[config.mk]
export PLATFORM = sky130hd
export DESIGN_NAME = sfpi_top
export DESIGN_NICKNAME = d
export VERILOG_FILES = /design/src/sfpi_pkg.sv /design/src/sfpi_top.sv
export VERILOG_INCLUDE_DIRS = /design/src /design/src/src
export SDC_FILE = /design/constraint.sdc
export NUM_CORES = 1
export LEC_CHECK = 0
export ABC_AREA = 1
export ABC_CLOCK_PERIOD_IN_PS = 2600
export BUFFER_PORTS_ARGS = -buffer_cell sky130_fd_sc_hd__buf_4
export CAP_MARGIN = 20
export CELL_PAD_IN_SITES_DETAIL_PLACEMENT = 1
export CELL_PAD_IN_SITES_GLOBAL_PLACEMENT = 2
export CORE_MARGIN = 5
export CORE_UTILIZATION = 37
export DETAILED_ROUTE_END_ITERATION = 7
export PLACE_DENSITY = 0.88
export SLEW_MARGIN = 20
export SYNTH_ARGS = -nofsm -noshare
export SYNTH_HDL_FRONTEND = slang
export SYNTH_SLANG_ARGS = --single-unit
[constraint.sdc]
create_clock -name ref_clk_i -period 2.6 [get_ports ref_clk_i]
set_clock_uncertainty 0.2 [all_clocks]
set_input_delay 0.13 -clock ref_clk_i [delete_from_list [all_inputs] [get_ports ref_clk_i]]
set_output_delay 0.13 -clock ref_clk_i [all_outputs]
set_load 0.01 [all_outputs]
[src/sfpi_defines.svh]
// Purpose: constants of the serial flash pin front end
// Assumes: included by bare name from the top file
// Notes:   definitions only
`ifndef SFPI_DEFINES_SVH
`define SFPI_DEFINES_SVH

// --------------------------------------------------------------
// widths and depths
// --------------------------------------------------------------
`define SFPI_BYTE_W      8
`define SFPI_FIFO_DEPTH  8
`define SFPI_BITS_BYTE   4'h8

// --------------------------------------------------------------
// reset values
// --------------------------------------------------------------
`define SFPI_CNT_RST     4'h0
`define SFPI_BYTE_RST    8'h00
`define SFPI_BITS_RST    4'h0

`endif

[src/sfpi_pkg.sv]
// Purpose: shared types of the serial flash pin front end
// Assumes: nothing
// Notes:   constants live in sfpi_defines.svh
package sfpi_pkg;

  // --------------------------------------------------------------
  // transfer width of the current instruction
  // --------------------------------------------------------------
  typedef enum logic [1:0] {
    sfpi_w_single,
    sfpi_w_dual,
    sfpi_w_quad
  } sfpi_width_type;

endpackage : sfpi_pkg

[src/sfpi_top.sv]
// Purpose: pin front end of a serial flash slave interface
// Assumes: spi pins are asynchronous to ref_clk_i, sampled 2-FF
// Notes:   spi clock must be well below a quarter of ref_clk_i
`timescale 1ns/10ps
`include "sfpi_defines.svh"

// --------------------------------------------------------------
// fifo of received bytes
// --------------------------------------------------------------
module sfpi_fifo #(
  parameter int WIDTH = `SFPI_BYTE_W,
  parameter int DEPTH = `SFPI_FIFO_DEPTH
) (
  // clock and reset
  input  wire logic             ref_clk_i,
  input  wire logic             rst_n_i,
  // filling side
  input  wire logic             in_valid_i,
  output logic                  in_ready_o,
  input  wire logic [WIDTH-1:0] in_data_i,
  // draining side
  output logic                  out_valid_o,
  input  wire logic             out_ready_i,
  output logic      [WIDTH-1:0] out_data_o
);
  localparam int AW = $clog2(DEPTH);

  logic [WIDTH-1:0] mem_r [DEPTH];   // storage words
  logic [AW:0]      wr_ptr_r;        // write pointer, wrap bit on top
  logic [AW:0]      rd_ptr_r;        // read pointer, wrap bit on top
  logic             push;            // word accepted
  logic             pop;             // word handed out
  logic             full;            // no room left
  logic             empty;           // nothing stored

  // full when pointers differ only in the wrap bit
  assign full  = (wr_ptr_r[AW] != rd_ptr_r[AW]) &&
                 (wr_ptr_r[AW-1:0] == rd_ptr_r[AW-1:0]);
  assign empty = (wr_ptr_r == rd_ptr_r);
  assign push  = in_valid_i && !full;
  assign pop   = out_ready_i && !empty;
  assign in_ready_o  = !full;
  assign out_valid_o = !empty;
  assign out_data_o  = mem_r[rd_ptr_r[AW-1:0]];

  // storage write, no reset needed on the data
  always_ff @(posedge ref_clk_i) begin
    if (push) begin
      mem_r[wr_ptr_r[AW-1:0]] <= in_data_i;
    end
  end

  // pointer update
  always_ff @(posedge ref_clk_i) begin
    if (!rst_n_i) begin
      wr_ptr_r <= '0;
      rd_ptr_r <= '0;
    end else begin
      wr_ptr_r <= wr_ptr_r + (AW+1)'(push);
      rd_ptr_r <= rd_ptr_r + (AW+1)'(pop);
    end
  end
endmodule : sfpi_fifo

// --------------------------------------------------------------
// pin front end top
// --------------------------------------------------------------
module sfpi_top (
  // clock and reset
  input  wire logic                 ref_clk_i,
  input  wire logic                 rst_n_i,
  // spi pins from the host
  input  wire logic                 spi_clk_i,
  input  wire logic                 spi_cs_n_i,
  // bidirectional data lines
  input  wire logic                 bidir_line_zero_i,
  output logic                      bidir_line_zero_o,
  output logic                      bidir_line_zero_oe_n_o,
  input  wire logic                 bidir_line_one_i,
  output logic                      bidir_line_one_o,
  output logic                      bidir_line_one_oe_n_o,
  input  wire logic                 bidir_line_two_i,
  output logic                      bidir_line_two_o,
  output logic                      bidir_line_two_oe_n_o,
  input  wire logic                 bidir_line_three_i,
  output logic                      bidir_line_three_o,
  output logic                      bidir_line_three_oe_n_o,
  // instruction context from the core
  input  sfpi_pkg::sfpi_width_type  width_i,
  input  wire logic                 data_out_phase_i,
  input  wire logic                 busy_i,
  // status bits from the core
  input  wire logic                 status_lock_upper_bit_i,
  input  wire logic                 status_lock_lower_bit_i,
  input  wire logic                 quad_enable_bit_i,
  // received bytes toward the core
  output logic [`SFPI_BYTE_W-1:0]   rx_data_o,
  output logic                      rx_valid_o,
  input  wire logic                 rx_ready_i,
  // read data from the core
  input  wire logic [`SFPI_BYTE_W-1:0] tx_data_i,
  output logic                      tx_take_o,
  // status toward the core
  output logic                      selected_o,
  output logic                      standby_o,
  output logic                      frame_start_o,
  output logic                      paused_o,
  output logic                      quad_refused_o,
  output logic                      rx_overrun_o,
  output logic                      status_write_blocked_o,
  output logic                      array_protect_locked_o
);
  import sfpi_pkg::*;

  // --------------------------------------------------------------
  // helper functions
  // --------------------------------------------------------------
  // bits moved per clock edge for a width
  function automatic logic [3:0] step_of(input sfpi_width_type w);
    logic [3:0] s;
    s = 4'h1;
    if (w == sfpi_w_dual) begin
      s = 4'h2;
    end else if (w == sfpi_w_quad) begin
      s = 4'h4;
    end
    return s;
  endfunction : step_of

  // lines driven for a width, bit n is line n
  function automatic logic [3:0] mask_of(input sfpi_width_type w);
    logic [3:0] m;
    m = 4'h2;
    if (w == sfpi_w_dual) begin
      m = 4'h3;
    end else if (w == sfpi_w_quad) begin
      m = 4'hF;
    end
    return m;
  endfunction : mask_of

  // --------------------------------------------------------------
  // pin synchronisers
  // --------------------------------------------------------------
  logic [5:0] sync1_r;      // first stage, read by sync2_r only
  logic [5:0] sync2_r;      // second stage, safe to use
  logic       clk_prev_r;   // spi clock one cycle back
  logic       cs_prev_r;    // select one cycle back
  logic [5:0] pins;         // raw pins in sync order

  assign pins = {spi_clk_i, spi_cs_n_i, bidir_line_three_i,
                 bidir_line_two_i, bidir_line_one_i, bidir_line_zero_i};

  // two flops on every pin, then edge history
  // no reset: the chain tracks the pins through reset, so a select
  // held low across reset gives no false fall and does not arm
  always_ff @(posedge ref_clk_i) begin
    sync1_r    <= pins;
    sync2_r    <= sync1_r;
    clk_prev_r <= sync2_r[5];
    cs_prev_r  <= sync2_r[4];
  end

  // --------------------------------------------------------------
  // decoded pin state
  // --------------------------------------------------------------
  wire        clk_now  = sync2_r[5];            // spi clock level
  wire        cs_now   = sync2_r[4];            // select, active low
  wire [3:0]  line_in  = sync2_r[3:0];          // data lines
  wire        clk_rise = clk_now && !clk_prev_r;
  wire        clk_fall = !clk_now && clk_prev_r;
  wire        cs_fall  = !cs_now && cs_prev_r;

  logic armed_r;    // a select fall was seen since reset
  logic paused_r;   // pause condition in force

  wire quad_bad = (width_i == sfpi_w_quad) && !quad_enable_bit_i;
  wire sfpi_width_type eff_w = quad_bad ? sfpi_w_single : width_i;
  wire        quad_on = (eff_w == sfpi_w_quad);
  wire [3:0]  step    = step_of(eff_w);

  wire selected = armed_r && !cs_now;
  wire live     = selected && !paused_r;

  // protect pin unused under quad enable
  wire wp_low   = !quad_enable_bit_i && !line_in[2];
  wire hold_on  = !quad_on && !quad_enable_bit_i;
  wire hold_low = !line_in[3];

  wire locked = wp_low && !status_lock_upper_bit_i &&
                status_lock_lower_bit_i;

  // --------------------------------------------------------------
  // select tracking and pause
  // --------------------------------------------------------------
  logic paused_nxt;   // next pause state

  always_comb begin
    paused_nxt = paused_r;
    if (!selected || !hold_on) begin
      paused_nxt = 1'b0;
    end else if (!clk_now) begin
      paused_nxt = hold_low;
    end
  end

  // arm on first select fall, hold pause state
  always_ff @(posedge ref_clk_i) begin
    if (!rst_n_i) begin
      armed_r  <= 1'b0;
      paused_r <= 1'b0;
    end else begin
      armed_r  <= armed_r || cs_fall;
      paused_r <= paused_nxt;
    end
  end

  // --------------------------------------------------------------
  // receive shifter
  // --------------------------------------------------------------
  logic [7:0] rx_sh_r;       // bits gathered so far
  logic [3:0] rx_cnt_r;      // bits gathered count
  logic       push_r;        // byte ready for the fifo
  logic [7:0] push_data_r;   // byte handed to the fifo
  logic       overrun_r;     // byte lost to a full fifo
  logic       fifo_ready;    // fifo has room

  // new shift value for each width, msb first
  wire [7:0] rx_shift =
    quad_on ? {rx_sh_r[3:0], line_in} :
    (eff_w == sfpi_w_dual) ? {rx_sh_r[5:0], line_in[1:0]} :
    {rx_sh_r[6:0], line_in[0]};
  wire [3:0] rx_cnt_add = rx_cnt_r + step;
  wire rx_take  = live && clk_rise && !data_out_phase_i;
  wire rx_done  = rx_take && (rx_cnt_add == `SFPI_BITS_BYTE);

  // gather bits, restart on every deselect
  always_ff @(posedge ref_clk_i) begin
    if (!rst_n_i || !selected) begin
      rx_sh_r  <= `SFPI_BYTE_RST;
      rx_cnt_r <= `SFPI_CNT_RST;
    end else if (rx_take) begin
      rx_sh_r  <= rx_shift;
      rx_cnt_r <= rx_done ? `SFPI_CNT_RST : rx_cnt_add;
    end
  end

  // fifo push stage and overrun flag, set wins over clear
  always_ff @(posedge ref_clk_i) begin
    if (!rst_n_i) begin
      push_r      <= 1'b0;
      push_data_r <= `SFPI_BYTE_RST;
      overrun_r   <= 1'b0;
    end else begin
      push_r <= rx_done;
      if (rx_done) begin
        push_data_r <= rx_shift;
      end
      if (push_r && !fifo_ready) begin
        overrun_r <= 1'b1;
      end else if (cs_fall) begin
        overrun_r <= 1'b0;
      end
    end
  end

  // byte queue toward the core
  sfpi_fifo #(
    .WIDTH (`SFPI_BYTE_W),
    .DEPTH (`SFPI_FIFO_DEPTH)
  ) u_rx_fifo (
    .ref_clk_i   (ref_clk_i),
    .rst_n_i     (rst_n_i),
    .in_valid_i  (push_r),
    .in_ready_o  (fifo_ready),
    .in_data_i   (push_data_r),
    .out_valid_o (rx_valid_o),
    .out_ready_i (rx_ready_i),
    .out_data_o  (rx_data_o)
  );

  // --------------------------------------------------------------
  // transmit shifter
  // --------------------------------------------------------------
  logic [7:0] tx_sh_r;     // remaining bits of the byte
  logic [3:0] tx_cnt_r;    // bits already sent of the byte
  logic [3:0] out_bits_r;  // levels on the four lines
  logic       drive_r;     // a data bit has been launched
  logic       take_r;      // byte taken from the core

  // first launch is a fall in either mode
  wire       tx_step = live && clk_fall && data_out_phase_i;
  wire [7:0] tx_cur  = (tx_cnt_r == `SFPI_CNT_RST) ? tx_data_i : tx_sh_r;
  wire [3:0] tx_add  = tx_cnt_r + step;
  // line levels: quad 7..4, dual 7..6 on lines 1..0, single 7 on 1
  wire [3:0] tx_bits =
    quad_on ? tx_cur[7:4] :
    (eff_w == sfpi_w_dual) ? {2'b00, tx_cur[7:6]} :
    {2'b00, tx_cur[7], 1'b0};
  wire [7:0] tx_next = tx_cur << step;

  // shift out, restart on every deselect
  always_ff @(posedge ref_clk_i) begin
    if (!rst_n_i || !selected) begin
      tx_sh_r    <= `SFPI_BYTE_RST;
      tx_cnt_r   <= `SFPI_CNT_RST;
      out_bits_r <= `SFPI_BITS_RST;
    end else if (tx_step) begin
      tx_sh_r    <= tx_next;
      tx_cnt_r   <= (tx_add == `SFPI_BITS_BYTE) ? `SFPI_CNT_RST : tx_add;
      out_bits_r <= tx_bits;
    end
  end

  // drive window and byte take pulse
  always_ff @(posedge ref_clk_i) begin
    if (!rst_n_i) begin
      drive_r <= 1'b0;
      take_r  <= 1'b0;
    end else begin
      take_r <= tx_step && (tx_cnt_r == `SFPI_CNT_RST);
      if (!selected || !data_out_phase_i) begin
        drive_r <= 1'b0;
      end else if (tx_step) begin
        drive_r <= 1'b1;
      end
    end
  end

  // --------------------------------------------------------------
  // line drivers
  // --------------------------------------------------------------
  wire [3:0] line_out;   // levels per line
  wire [3:0] line_oe_n;  // enables per line, low drives
  wire [3:0] line_mask;  // lines used by the current width

  assign line_mask = mask_of(eff_w);

  // drive only in read data phase
  generate
    for (genvar g = 0; g < 4; g++) begin : g_line
      assign line_out[g]  = out_bits_r[g];
      assign line_oe_n[g] = !(drive_r && live && data_out_phase_i &&
                              line_mask[g]);
    end
  endgenerate

  assign bidir_line_zero_o       = line_out[0];
  assign bidir_line_zero_oe_n_o  = line_oe_n[0];
  assign bidir_line_one_o        = line_out[1];
  assign bidir_line_one_oe_n_o   = line_oe_n[1];
  assign bidir_line_two_o        = line_out[2];
  assign bidir_line_two_oe_n_o   = line_oe_n[2];
  assign bidir_line_three_o      = line_out[3];
  assign bidir_line_three_oe_n_o = line_oe_n[3];

  // --------------------------------------------------------------
  // status outputs
  // --------------------------------------------------------------
  // standby when idle and deselected
  assign standby_o              = !selected && !busy_i;
  assign selected_o             = selected;
  assign frame_start_o          = cs_fall;
  assign paused_o               = paused_r;
  assign quad_refused_o         = quad_bad;
  assign rx_overrun_o           = overrun_r;
  assign tx_take_o              = take_r;
  assign status_write_blocked_o = locked;
  assign array_protect_locked_o = locked;
endmodule : sfpi_top

# Word level (Yosys, flattened, before mapping)
# Memory sizes are Yosys's and may differ from the RTL's. A register that Yosys moved wholly into a read port is not among the register bits.
# Cells that the tools add are included.
# op_classes
addsub	4
eq_ne	8
shift	1
n_mux	17
bitwise	1
reduce_logical	55
# ops
op	count
$logic_and 1x1->1	27
$mux 8	3
$logic_not 1->1	20
$mux 4	5
$mux 3	3
$add 4x1->4	2
$add 4x4->4	2
$eq 4x4->1 const B	2
$shl 8x3->8	1
$mux 1	5
$eq 2x2->1 const B	2
$eq 4x4->1	1
$logic_not 4->1	1
$logic_or 1x1->1	4
$reduce_or 2->1	2
$eq 3x3->1	1
$eq 2x1->1 const B	1
$mux 2	1
$reduce_bool 2->1	1
$ne 1x1->1	1
$not 1->1	1
# word_totals
regBits	63
ram_bits	64
inputBits	24
out_inout_bits	26
elab_cells	105
memories	1
# mem_list
memory	depth	word_bits	read_ports	rd_clocked_by_memory_dff	write_ports	line_no	source
u_rx_fifo.mem_r	8	8	1	1	1	sfpi_top.sv:28	logic [WIDTH-1:0] mem_r [DEPTH];

# Depth between registers and ports, before layout
# logic_depth
depth_word	10
depth_mapped	17

# Modules after synthesis
# From an unflattened synthesis, not the netlist that was laid out.
# unflattened
hier_cells	605
hier_area_um2	5530.3
# modules_own_cells
mod	instances	cells_per_inst	area_per_inst_um2
sfpi_fifo	1	274	3027.9
sfpi_top	1	331	2502.4

# Least setup slack after synthesis
# No wires, ideal clock.
# synth_timing
kind	input -> register
from	input port width_i[0]
to	register push_data_r[4]
arrival_ns	1.922
required_time_ns	2.287
slack_ns	0.365
path_stages	14
path_buffers	1
path_cell_list	inv_2 > nor2_4 > inv_2 > nand2_1 > inv_1 > ha_1 > inv_1 > fa_1 > nand3_2 > nor2_4 > nand2_2 > buf_6 > nor2_1 > nor2_1
# synth_between
elab_chain_len	9
elab_cells_between_ends	12
cone_classes	add/sub: 1; eq/ne: 4; mux: 5; reduce/logical: 2
# synth_rtl
element	line_no	source
start: declaration	sfpi_top.sv:89	input sfpi_pkg::sfpi_width_type width_i,
$eq 2x2->1	sfpi_top.sv:177	wire quad_bad = (width_i == sfpi_w_quad) && !quad_enable_bit_i;
$logic_and 1x1->1	sfpi_top.sv:177	
$mux 2 *	sfpi_top.sv:178	wire sfpi_width_type eff_w = quad_bad ? sfpi_w_single : width_i;
$eq 2x2->1	sfpi_top.sv:124, sfpi_top.sv:179	
$mux 3	sfpi_top.sv:124	end else if (w == sfpi_w_quad) begin
$mux 3	sfpi_top.sv:122	if (w == sfpi_w_dual) begin
$add 4x4->4	sfpi_top.sv:233	wire [3:0] rx_cnt_add = rx_cnt_r + step;
$eq 4x4->1 (no source line)	n/a	
$logic_and 1x1->1	sfpi_top.sv:235	wire rx_done = rx_take && (rx_cnt_add == `SFPI_BITS_BYTE);
end signal: assignment	sfpi_top.sv:252	push_data_r <= `SFPI_BYTE_RST;
end signal: assignment	sfpi_top.sv:257	push_data_r <= rx_shift;
end: declaration	sfpi_top.sv:224	logic [7:0] push_data_r;
# Every way passes the cells marked *; elsewhere a longest branch is shown, timed or not.
# A chain may end at the register's enable or synchronous reset.

==> flow_metrics.py <==
metrics = {
    "status": {
        "status": "finished, final reports clean",
    },
    "critical_path": {
        "required_ns": 2.27,
        "cpMaxStageDelayCell": "o32ai_1",
        "timing.rr.start": "u_rx_fifo.wr_ptr_r[1]$_SDFF_PN0_",
        "r2r_slack_ns": 0.33,
        "crit_type": "reg2out",
        "cpLargestDelayFamily": "buffers and inverters",
        "critPathMaxStageDelay_ns": 0.36,
        "crit_start": "u_rx_fifo.rd_ptr_r[0]$_SDFF_PN0_",
        "crit_arrival_ns": 2.15,
        "cp_max_fo": 34,
        "path_cells": "buf_4, inv_1, buf_6, nor2_1, o32ai_1, nand2_1, nand2_1, buf_4",
        "crit_path_end_kind": "output pin",
        "worst-path-buf-inv": 4,
        "startpoint_type": "flop",
    },
    "yosys": {
        "async_flop_share_pct": 0,
        "synth-seq-cells": 127,
        "synth_compound_area_share_pct": 10.6,
        "yosys-top-cells-area": "edfxtp_1, dfxtp_1, nand2_1",
        "synthXorXnorAreaFrac_pct": 1.45,
        "syn_area_per_cell_um2": 9.33,
        "syn_inst": 582,
        "synth-simple-area-share_pct": 20.7,
        "synth_adder_area_share_pct": 2.81,
        "synth_nets": 617,
        "syn_area_um2": 5430,
        "synth.largest_area_cell": "edfxtp_1",
        "synth_top_family_by_area": "simple AND/OR/NAND/NOR gates",
        "synth_edf_count": 64,
        "synth_warnings": 0,
        "synthFlopType": "edfxtp_1",
        "ys_types": 39,
        "synthMuxAreaShare_pct": 0,
        "synth_top_area_share_pct": 35.4,
        "ys_seq_area_share_pct": 58.6,
    },
    "detailed_routing": {
        "drc_errors": 0,
        "wl_um": 14000,
        "drtIter0Drc": 229,
        "firstDrtPassIters": 4,
        "routed_via_density": 5.03,
        "wl_per_cell_um": 16.5,
        "antenna_left": 0,
        "num_vias": 4291,
    },
    "clock_tree": {
        "path_clk_slew_ns": 0.05,
        "clockRootBuffer": "clkbuf_16",
        "clock-sinks": 127,
        "insertion_delay_ns": 0.41,
        "numCtsBuffers": 17,
        "h-tree-depth": 4,
        "clk_path_buf_depth": 2,
        "cts_tree": "done",
        "cts_setup_buffers": 0,
    },
    "global_route": {
        "grtUsageTotal_pct": 16.8,
        "antenna_found_initial": 0,
        "grt_pass1_wl_um": 23500,
        "grt_max_degree": 35,
        "grt_pass1_vias": 4733,
        "overflow": 0,
    },
    "power": {
        "p_per_area_nw_per_um2": 686,
        "p_total_w": 0.00463,
        "pwr-share-clk_pct": 51.2,
        "vdd.ir_drop.worst_uv": 454,
        "leakagePower_nw": 2.79,
        "netSwitchingPower_w": 0.000918,
        "netSwitchingFraction_pct": 19.8,
        "p_int_w": 0.00371,
        "p_seq_share_pct": 45.5,
        "comb_power_share_pct": 3.4,
    },
    "worst_hold_path": {
        "worstHoldStart": "tx_data_i[5]",
        "hold_path_class": "in2reg",
    },
    "timing": {
        "post-route-min-period_ns": 2.48,
        "slew_headroom_pct": 50.0,
        "rsz0062_at_grt": "false",
        "hold_viol": 0,
        "fin_ws_ns": 0.122,
        "tightest_slew_ns": 0.747,
        "max_clock_freq_mhz": 403,
        "drv_slew": 0,
        "fin_hold_ws_ns": 0.0219,
        "min_period_over_period_pct": 95.3,
        "fin_tns_setup_ns": 0,
        "final-setup-viol-count": 0,
    },
    "die": {
        "dieArea_um2": 17200,
        "start_util_pct": 37.5,
        "io_pins": 50,
        "num_rows": 44,
        "die_y_um": 131,
        "fp.dieW_um": 131,
        "core_area_um2": 14500,
    },
    "run": {
        "cap_violations": 0,
    },
    "cells_and_area": {
        "diodes": 0,
        "drive_gt1_share_pct": 17.2,
        "post-route-util_pct": 46.6,
        "nets": 691,
        "area_growth_syn_to_layout_pct": 24.4,
    },
    "placement": {
        "gp_congestion": 0.861,
        "port_buffers": 49,
        "place_hpwl_um": 9710,
        "pre_cts_ws_ns": 0.283,
    },
}
==> sequential cells by signal, indices dropped and copies added, names as in the netlist, 6 cells and up <==
name,flops
push_data_r,8
rx_sh_r,7
sync1_r,6
sync2_r,6
tx_sh_r,8
u_rx_fifo.mem_r,64
==> synthesized netlist by cell type (all sizes together) (2+ instances only) <==
master and number:
a21oi 17, nor3 5, o211a 2, xor2 5, fa 2, nand3b 4, nand3 26, xnor2 4
nor2 109, nand4 3, edfxtp 64, buf 12, o21ai 44, o22ai 2, o32ai 16, clkinv 2
ha 9, a31oi 3, o211ai 6, nand2 113, or2 2, dfxtp 63, clkbuf 12, inv 52
==> final timing paths <==
check,to,depth (start not counted)
setup / recovery,rx_data_o[6],8
hold / removal,line_out[1]$_SDFFE_PP0P_,7
setup reg to reg,u_rx_fifo.mem_r[3][7]$_DFFE_PP_,7
hold reg to reg,sync2_r[5]$_DFF_P_,0
==> per-stage QoR <==
stage	area (um^2)	std cells
6_report	6750	853
4_1_cts	6750	853
3_5_place_dp	6050	810
5_1_grt	6750	853
3_3_place_gp	6050	810
2_1_floorplan	5430	582
==> logic make-up (layout without fill, tap and decap cells) <==
| group | count (synthesis) | count (layout) |
|---|---|---|
| compound gates | 94 | 94 |
| xor+xnor | 9 | 9 |
| fa+ha+maj | 11 | 11 |
| buf+inv | 78 | 165 |
| flops | 127 | 127 |
| simple gates | 263 | 263 |
==> routing by layer <==
metal	GRT usage, %	wire [um]	up-vias
met2	29.4	7140	70
met5	0	0	-
met4	7.10	366	0
li1	-	-	2104
met1	19.5	6140	2088
met3	4.24	400	29
==> cell type report <==
class	count	area (um^2)
fillers	1664	7730
flip-flops and latches	127	3180
multi-input cells	377	1930
repair buffers	79	624
clock buffers	23	468
well taps	184	230
inverters	54	203
clock inverters	9	116
==> layout by cell type (no fill, tap or decap), types with 2 or more instances in the layout <==
cell / instances
buf_4: 67
nand3_2: 2
ha_1: 9
dlygate4sd3_1: 11
a21oi_1: 17
o21ai_0: 43
o32ai_1: 16
nor2_4: 4
or2_2: 2
nand2_2: 6
inv_2: 4
o22ai_1: 2
clkinv_1: 5
clkbuf_16: 17
inv_1: 48
a31oi_1: 3
bufinv_16: 3
clkbuf_1: 4
xor2_1: 5
nor2_2: 4
nor3_1: 5
dfxtp_1: 63
xnor2_1: 4
nand3_1: 24
nand2_1: 107
nand4_1: 3
o211a_1: 2
clkinv_2: 3
fa_1: 2
clkbuf_8: 2
nor2_1: 101
edfxtp_1: 64
nand3b_1: 4
o211ai_1: 6
==> power by group through the flow <==
stage	Clock (W)	Sequential, W	Combinational (W)
global placement	0	0.00214	0.000138
global route	0.00251	0.00210	0.000172
finish	0.00237	0.00210	0.000156
floorplan	0	0.00214	0.0000715
CTS	0.00241	0.00210	0.000156
detailed placement	0	0.00215	0.000141
==> worst reg2reg max path, stage by stage (launching register included) <==
cell and delay [ns]:
dfxtp_1 0.44, xor2_1 0.19, nor2_1 0.07, nand2_1 0.09
o21ai_0 0.10, inv_1 0.10, nand2_1 0.12, nor2_1 0.60
==> timing repair <==
action | 4_1_cts | 5_1_grt
hold buffers | 11 | 0
endpoints found under the setup margin | 0 | 1
endpoints found under the hold margin | 30 | 0
gates resized for setup | 0 | 1
Note: power is estimated with default switching activity, not from simulation.
